--- src/rtl/wdbc_defs.vh ---
// Constants for the watchdog boot configuration decoder
`ifndef WDBC_DEFS_VH
`define WDBC_DEFS_VH
`define WDBC_REG_CFG_WORD 12'h000
`define WDBC_REG_CTRL 12'h004
`define WDBC_REG_STATUS 12'h008
`define WDBC_WINSZ_MSB 25
`define WDBC_WINSZ_LSB 24
`define WDBC_FEN_BIT 23
`define WDBC_WDT_WINDOW_DISABLE_BIT 22
`define WDBC_PS_MSB 20
`define WDBC_PS_LSB 16
`define WDBC_PS_MAX 5'h14
`define WDBC_CTRL_ON_BIT 0
`define WDBC_SYNC_STAGES 2'h2
`define WDBC_CFG_RESET 32'hFFFFFFFF
`endif

--- src/rtl/wdbc_top.v ---
// Watchdog boot configuration decoder with APB register access
// Function
// - Window size code 11,10,01,00 gives 25%, 37.5%, 50%, 75% window.
// - Forced enable bit 23 keeps watchdog running; otherwise software enables it.
// - Window disable bit 22 set means non-window mode, clear means window mode.
// - Postscale code at bits 20-16 divides by two to the code power.
// - Postscale codes above 10100 act as code 10100.
//
// The APB slave port and the register addresses were chosen for this implementation.
`timescale 1ns/1ps
`include "wdbc_defs.vh"
module wdbc_top (
    input wire i_mclk,
    input wire i_nrst,
    input wire [31:0] i_cfg_word,
    input wire i_psel,
    input wire i_penable,
    input wire i_pwrite,
    input wire [11:0] i_paddr,
    input wire [31:0] i_pwdata,
    output wire o_pready,
    output reg [31:0] o_prdata,
    output wire o_pslverr,
    output reg o_wdt_enable,
    output reg o_wdt_window_mode,
    output reg [1:0] o_wdt_window_size_cfg,
    output reg [4:0] o_wdt_postscale_select,
    output reg [20:0] o_wdt_postscale_ratio_m1
);
    localparam RATIO_BITS = 21;

    // Strap synchroniser stages
    reg [31:0] sync1_q;
    reg [31:0] sync2_q;

    // Capture sequencing
    reg [1:0] cap_wait_q;
    reg [1:0] cap_wait_d;
    reg captured_q;
    reg captured_d;
    reg [31:0] cfg_q;
    reg [31:0] cfg_d;
    wire cap_now;

    // Software enable
    reg sw_on_q;
    reg sw_on_d;

    // Field decode
    wire [1:0] win_size;
    wire fen;
    wire win_dis;
    wire [4:0] ps_raw;
    wire ps_over;
    wire [4:0] ps_eff;
    wire [RATIO_BITS-1:0] ratio_m1;

    // Next values of the decoded outputs
    reg wdt_enable_d;
    reg wdt_window_mode_d;
    reg [1:0] wdt_window_size_d;
    reg [4:0] wdt_postscale_select_d;
    reg [RATIO_BITS-1:0] wdt_ratio_m1_d;

    // Bus decode
    wire acc;
    wire setup_rd;
    wire hit_cfg;
    wire hit_ctrl;
    wire hit_status;
    wire known;
    wire wr_ctrl;
    reg [31:0] rd_mux;

    genvar k;

    // Strap synchroniser
    always @(posedge i_mclk or negedge i_nrst) begin
        if (!i_nrst) begin
            sync1_q <= `WDBC_CFG_RESET;
            sync2_q <= `WDBC_CFG_RESET;
        end else begin
            sync1_q <= i_cfg_word;
            sync2_q <= sync1_q;
        end
    end

    // Count the strap word through the synchroniser
    always @* begin
        cap_wait_d = cap_wait_q;
        if (cap_wait_q != `WDBC_SYNC_STAGES) begin
            cap_wait_d = cap_wait_q + 2'h1;
        end
    end

    assign cap_now = (cap_wait_q == `WDBC_SYNC_STAGES) & ~captured_q;

    // Take the word once, hold it until the next reset
    always @* begin
        captured_d = captured_q;
        cfg_d = cfg_q;
        if (cap_now) begin
            captured_d = 1'b1;
            cfg_d = sync2_q;
        end
    end

    always @(posedge i_mclk or negedge i_nrst) begin
        if (!i_nrst) begin
            cap_wait_q <= 2'h0;
            captured_q <= 1'b0;
            cfg_q <= `WDBC_CFG_RESET;
        end else begin
            cap_wait_q <= cap_wait_d;
            captured_q <= captured_d;
            cfg_q <= cfg_d;
        end
    end

    // Field extraction
    assign win_size = cfg_q[`WDBC_WINSZ_MSB:`WDBC_WINSZ_LSB];
    assign fen = cfg_q[`WDBC_FEN_BIT];
    assign win_dis = cfg_q[`WDBC_WDT_WINDOW_DISABLE_BIT];
    assign ps_raw = cfg_q[`WDBC_PS_MSB:`WDBC_PS_LSB];
    assign ps_over = (ps_raw > `WDBC_PS_MAX);
    assign ps_eff = ps_over ? `WDBC_PS_MAX : ps_raw;

    // Divide ratio minus one, one bit per power of two
    generate
        for (k = 0; k < RATIO_BITS; k = k + 1) begin : g_ratio
            assign ratio_m1[k] = ({27'h0, ps_eff} > k);
        end
    endgenerate

    // Bus decode
    assign acc = i_psel & i_penable;
    assign setup_rd = i_psel & ~i_penable & ~i_pwrite;
    assign hit_cfg = (i_paddr == `WDBC_REG_CFG_WORD);
    assign hit_ctrl = (i_paddr == `WDBC_REG_CTRL);
    assign hit_status = (i_paddr == `WDBC_REG_STATUS);
    assign known = hit_cfg | hit_ctrl | hit_status;
    assign wr_ctrl = acc & i_pwrite & hit_ctrl;
    assign o_pready = 1'b1;
    assign o_pslverr = acc & ~known;

    // Software enable, starts off
    always @* begin
        sw_on_d = sw_on_q;
        if (wr_ctrl) begin
            sw_on_d = i_pwdata[`WDBC_CTRL_ON_BIT];
        end
    end

    always @(posedge i_mclk or negedge i_nrst) begin
        if (!i_nrst) begin
            sw_on_q <= 1'b0;
        end else begin
            sw_on_q <= sw_on_d;
        end
    end

    // Next values, held at zero until the word is captured
    always @* begin
        wdt_enable_d = o_wdt_enable;
        wdt_window_mode_d = o_wdt_window_mode;
        wdt_window_size_d = o_wdt_window_size_cfg;
        wdt_postscale_select_d = o_wdt_postscale_select;
        wdt_ratio_m1_d = o_wdt_postscale_ratio_m1;
        if (captured_q) begin
            wdt_enable_d = fen | sw_on_q;
            wdt_window_mode_d = ~win_dis;
            wdt_window_size_d = win_size;
            wdt_postscale_select_d = ps_eff;
            wdt_ratio_m1_d = ratio_m1;
        end
    end

    // Decoded outputs
    always @(posedge i_mclk or negedge i_nrst) begin
        if (!i_nrst) begin
            o_wdt_enable <= 1'b0;
            o_wdt_window_mode <= 1'b0;
            o_wdt_window_size_cfg <= 2'h0;
            o_wdt_postscale_select <= 5'h00;
            o_wdt_postscale_ratio_m1 <= 21'h0;
        end else begin
            o_wdt_enable <= wdt_enable_d;
            o_wdt_window_mode <= wdt_window_mode_d;
            o_wdt_window_size_cfg <= wdt_window_size_d;
            o_wdt_postscale_select <= wdt_postscale_select_d;
            o_wdt_postscale_ratio_m1 <= wdt_ratio_m1_d;
        end
    end

    // Read multiplexer
    always @* begin
        rd_mux = 32'h00000000;
        case (i_paddr)
            `WDBC_REG_CFG_WORD: begin
                rd_mux = cfg_q;
            end
            `WDBC_REG_CTRL: begin
                rd_mux = {31'h0, sw_on_q};
            end
            `WDBC_REG_STATUS: begin
                rd_mux = {24'h000000, o_wdt_postscale_select, o_wdt_window_size_cfg,
                    o_wdt_enable};
            end
            default: begin
                rd_mux = 32'h00000000;
            end
        endcase
    end

    // Read data, loaded in the setup cycle
    always @(posedge i_mclk or negedge i_nrst) begin
        if (!i_nrst) begin
            o_prdata <= 32'h00000000;
        end else if (setup_rd) begin
            o_prdata <= rd_mux;
        end
    end
endmodule

--- config.mk ---
export PLATFORM = sky130hd
export DESIGN_NAME = wdbc_top
export DESIGN_NICKNAME = d
export VERILOG_FILES = /design/src/rtl/wdbc_top.v
export VERILOG_INCLUDE_DIRS = /design/src /design/src/rtl
export SDC_FILE = /design/constraint.sdc
export NUM_CORES = 1
export LEC_CHECK = 0
export BUFFER_PORTS_ARGS = -buffer_cell sky130_fd_sc_hd__buf_2
export CAP_MARGIN = 0
export CORE_MARGIN = 3
export CORE_UTILIZATION = 45
export CTS_CLUSTER_DIAMETER = 80
export DETAILED_ROUTE_END_ITERATION = 8
export PLACE_DENSITY = 0.69
export SKIP_LAST_GASP = 1
export SLEW_MARGIN = 20
export SYNTH_ARGS = -nofsm -noshare
export SYNTH_HDL_FRONTEND = slang
export SYNTH_SLANG_ARGS = --single-unit
--- constraint.sdc ---
create_clock -name i_mclk -period 5.1 [get_ports i_mclk]
set_clock_uncertainty 0.05 [all_clocks]
set_input_delay 0.765 -clock i_mclk [delete_from_list [all_inputs] [get_ports i_mclk]]
set_output_delay 0.765 -clock i_mclk [all_outputs]
set_load 0.01 [all_outputs]
Yosys cells after proc, flatten, opt, wreduce, memory -nomap -nowiden
Cells that the tools add are included.

Bits in registers: 162. Bits of input ports: 81. Word-level logic and storage cells: 57.

Add/subtract/negate cells: 1. Order comparisons: 22. Equality and inequality tests: 4. Mux-type cells: 2. Bitwise logic cells: 15. Reductions and logical operators: 1.

Operators by type and width (number): one-hot mux 32 bit (3 select lines) (1); greater-than comparator 5 x 4 -> 1 bit (second input constant) (8); greater-than comparator 5 bit (second input constant) (6); greater-than comparator 5 x 3 -> 1 bit (second input constant) (4); equality test 12 x 3 -> 1 bit (second input constant) (1); equality test 12 x 4 -> 1 bit (second input constant) (1); zero test 12 bit (1); greater-than comparator 5 x 1 -> 1 bit (second input constant) (2); greater-than comparator 5 x 2 -> 1 bit (second input constant) (2); AND 1 bit (7); 2-to-1 mux 5 bit (1); inverter 1 bit (5); bitwise OR 1 bit (3); adder 2 x 1 -> 2 bit (second input constant) (1); equality test 2 bit (second input constant) (1); != test 2 bit (second input constant) (1).

Longest topological paths before layout
Word-level depth: 5. Mapped depth: 6. Depth with buffers taken out: 4.

Worst setup path before layout
No wires, ideal clock.

Path type: input-to-output. Start: input port i_paddr[3]. End: output port o_pslverr. Data arrival time: 1.543 ns. Setup slack: 2.742 ns. Cell stages on the path: 3. Path buffers: 1. Path through: clkbuf_1 nand2_1 a41oi_1.

Longest elaborated chain between the ends: 5. Elaborated cells between the ends (all ways): 7. Classes of those cells: 2 x eq/ne; 4 x bitwise; 1 x reduce/logical.

Ends and longest elaborated chain: start, declared (line wdbc_top.v:19) `input wire [11:0] i_paddr,`; equality test 12 x 3 -> 1 bit or zero test 12 bit (tied branches); bitwise OR 1 bit (line wdbc_top.v:141) `assign known = hit_cfg | hit_ctrl | hit_status;`; bitwise OR 1 bit (*) (line wdbc_top.v:141); inverter 1 bit (*) (line wdbc_top.v:144) `assign o_pslverr = acc & ~known;`; AND 1 bit (*) (line wdbc_top.v:144); end, declared (line wdbc_top.v:23) `output wire o_pslverr,`.

Every way passes the cells marked *; elsewhere a longest branch is shown, timed or not.

Worst setup path in the final report
Start: input port i_paddr[11]. End: output port o_pslverr.

The elaborated chain is that of the path after synthesis.

==> results.sh <==
export IMPL_grt_pass1_vias=3434
export IMPL_ioPinCount=145
export IMPL_syn_area_per_cell_um2=15.0
export IMPL_rr_startpoint="captured_q$_DFFE_PN0P_"
export IMPL_rows=40
export IMPL_start_util_pct=46.7
export IMPL_syn_cell_area_mm2=0.00568
export IMPL_post_route_min_period_ns=2.52
export IMPL_synthMuxAreaShare_pct=8.71
export IMPL_antenna_found_initial=0
export IMPL_drtIter0Drc=258
export IMPL_routedWlPerCell_um=15.8
export IMPL_critPathMaxFanout=5
export IMPL_ys_seq_area_share_pct=73.5
export IMPL_vias=3348
export IMPL_max_freq_mhz=397
export IMPL_synth_edf_count=0
export IMPL_dp_hpwl_mm=6.72
export IMPL_cts_repair_resized=0
export IMPL_post_route_util_pct=57.3
export IMPL_final_hold_viol_count=0
export IMPL_slew_violations=0
export IMPL_crit_arrival_ns=1.70
export IMPL_ys_ff_latch=162
export IMPL_gr_total_overflow=0
export IMPL_ys_flop_type="dfstp_2"
export IMPL_status="completed"
export IMPL_rsz0062_at_grt="no"
export IMPL_p_leak_nw=3.13
export IMPL_timing_setup_tns_ns=0
export IMPL_clkSinkCount=162
export IMPL_synth_compound_area_share_pct=8.82
export IMPL_worstMarginPinSlew_ns=1.00
export IMPL_die_y_um=118
export IMPL_setup_ws_ns=2.58
export IMPL_p_per_area_mw_per_mm2=403
export IMPL_syn_inst=378
export IMPL_synth_xor_area_share_pct=0.154
export IMPL_clk_pin_slew_worst_paths_ns=0.06
export IMPL_hold_path_class="flip-flop to flip-flop"
export IMPL_finalSetupViolCount=0
export IMPL_ir_worst_vdd_mv=0.317
export IMPL_critical_path_startpoint="i_paddr[11]"
export IMPL_synth_simple_area_share_pct=5.55
export IMPL_ys_warn_count=0
export IMPL_area_delta_synth_final_pct=22.7
export IMPL_cp_end_kind="output pin"
export IMPL_avgViaCountPerCell=5.02
export IMPL_r2r_end="cfg_q[26]$_DFFE_PN1P_"
export IMPL_drt_wl_total_mm=10.5
export IMPL_hold_ws_ns=0.299
export IMPL_clk_path_buf_depth=2
export IMPL_whs_endpoint="sync2_q[31]$_DFF_PN1_"
export IMPL_synth_fp_nets=460
export IMPL_finalCritPeriodShare_pct=49.4
export IMPL_globalplace_congestion=0.764
export IMPL_grt_pass1_wl_mm=17.3
export IMPL_cp_start_kind="primary input"
export IMPL_synth_top_cell_by_area="dfstp_2"
export IMPL_drcViolationCount=0
export IMPL_min_delay_start="sync1_q[31]$_DFF_PN1_"
export IMPL_drt_pass1_iter_count=4
export IMPL_synthTopCellsByArea="dfstp_2, dfrtp_1, mux2_2"
export IMPL_layout_nets=568
export IMPL_rr_worst_depth=2
export IMPL_worstSkewPairLatency_ns=0.42
export IMPL_port_buffers=112
export IMPL_cts_setup_buffers=0
export IMPL_die_w_um=118
export IMPL_diodes=0
export IMPL_core_mm2=0.0122
export IMPL_fillCellCount=994
export IMPL_synth_top_cell_area_share_pct=44.4
export IMPL_dieArea_mm2=0.0140
export IMPL_clockRootBuffer="clkbuf_16"
export IMPL_h_tree_depth=4
export IMPL_max_slew_margin_pct=33.1
export IMPL_criticalPathCategory="primary input to output pin"
export IMPL_pre_cts_ws_ns=2.45
export IMPL_seqCellArea_mm2=0.00418
export IMPL_cts_buffers=17
export IMPL_total_power_mw=2.81
export IMPL_synth_top_family_by_area="compound AO/OA/AOI/OAI gates"
export IMPL_multi_input_area_mm2=0.00134
export IMPL_worstPathRequired_ns=4.28
export IMPL_track_usage_pct=15.9
export IMPL_cts_tree="yes"
export IMPL_whs_path_depth=0
export IMPL_synth_distinct_cells=35
export IMPL_cap_violations=0
export IMPL_rrSetupSlack_ns=2.90
export IMPL_cts_hold_buf=0
export IMPL_postSynth_asyncResetShare_pct=100
export IMPL_grt_max_degree=119
export IMPL_synth_fa_ha_area_share_pct=0.220
export IMPL_ant_nets=0
export IMPL_drive_gt1_share_pct=56.1
cell type report:
cell class / instances / share of cell area [%]
multi-input combinational: 180 / 19.3
sequential: 162 / 59.9
clock buffer: 24 / 7.06
inverter: 11 / 0.593
tap: 168 / 3.02
timing repair buffer: 114 / 8.35
clock inverter: 8 / 1.80
layer usage:
layer  up-vias  share of wire [%]  global-route usage (%)
met5         -                  0                       0
met4         0                1.1                    6.67
met3        14                5.9                    5.50
met2        96                 49                    24.5
met1      1706                 44                    20.6
li1       1532                  -                       -
power breakdown:
group          internal [mW]  total (mW)  switching, mW
logic                 0.0462       0.112         0.0656
registers               1.37        1.40         0.0294
clock network          0.822        1.30          0.475
total                   2.24        2.81          0.570
placed cells by master (no fill, tap or decap), types with 2 or more instances in the layout:
master,count
buf_2,111
dfstp_2,96
dfrtp_1,65
mux2_2,34
a22o_1,24
nor2_1,22
a21oi_1,17
clkbuf_16,17
nand2_1,15
o21ai_0,13
inv_1,11
mux2i_1,10
o31ai_1,8
a31oi_1,6
clkbuf_8,4
nand3_1,3
o311ai_0,3
or2_2,3
clkbuf_1,3
bufinv_16,3
nor4_4,2
nand3b_1,2
nor2b_1,2
nor3_1,2
and4_1,2
clkinvlp_4,2
buf_4,2
logic make-up (layout without fill, tap and decap cells):
family,count (synthesis),count (layout)
multiplexers,45,45
AND/OR/NAND/NOR,59,59
other,1,1
XOR/XNOR,1,1
AO/OA/AOI/OAI,73,73
buffers and inverters,36,157
adder cells (fa/ha/maj),1,1
flip-flops,162,162
sequential cells by signal, indices dropped and copies added, names as in the netlist:
name                      count
cfg_q                        32
o_wdt_window_size_cfg         2
sync1_q                      32
o_wdt_postscale_ratio_m1     21
cap_wait_q                    2
o_wdt_postscale_select        5
sync2_q                      32
captured_q                    1
o_wdt_enable                  1
o_prdata                     32
sw_on_q                       1
o_wdt_window_mode             1
cell usage after synthesis (all sizes together), types with 6 or more instances:
cell type  instances
dfstp             96
dfrtp             66
mux2              35
a22o              24
nor2              22
a21oi             17
nand2             15
clkbuf            13
o21ai             13
buf               12
inv               11
mux2i             10
o31ai              8
a31oi              6
metrics by stage:
step,cell area [µm²],std cells
after floorplan,5680,378
after global placement,6350,635
after detailed placement,6350,635
after CTS,6970,667
after global routing,6970,667
final,6970,667
critical path: stages:
cell and delay, ns:
buf_2 0.13, nor4_4 0.45, a41oi_1 0.18, buf_2 0.18
worst max-delay path by stage:
stage                               end  slack (ns)  cells past startpoint
6_report                      o_pslverr        2.58                      4
3_3_place_gp   o_prdata[20]$_DFFE_PN0P_        2.50                      4
2_1_floorplan                 o_pslverr        2.74                      3
5_1_grt                       o_pslverr        2.49                      4
4_1_cts                       o_pslverr        2.56                      4
3_5_place_dp   o_prdata[27]$_DFFE_PN0P_        2.45                      4
Note: power is estimated with default switching activity, not from simulation.
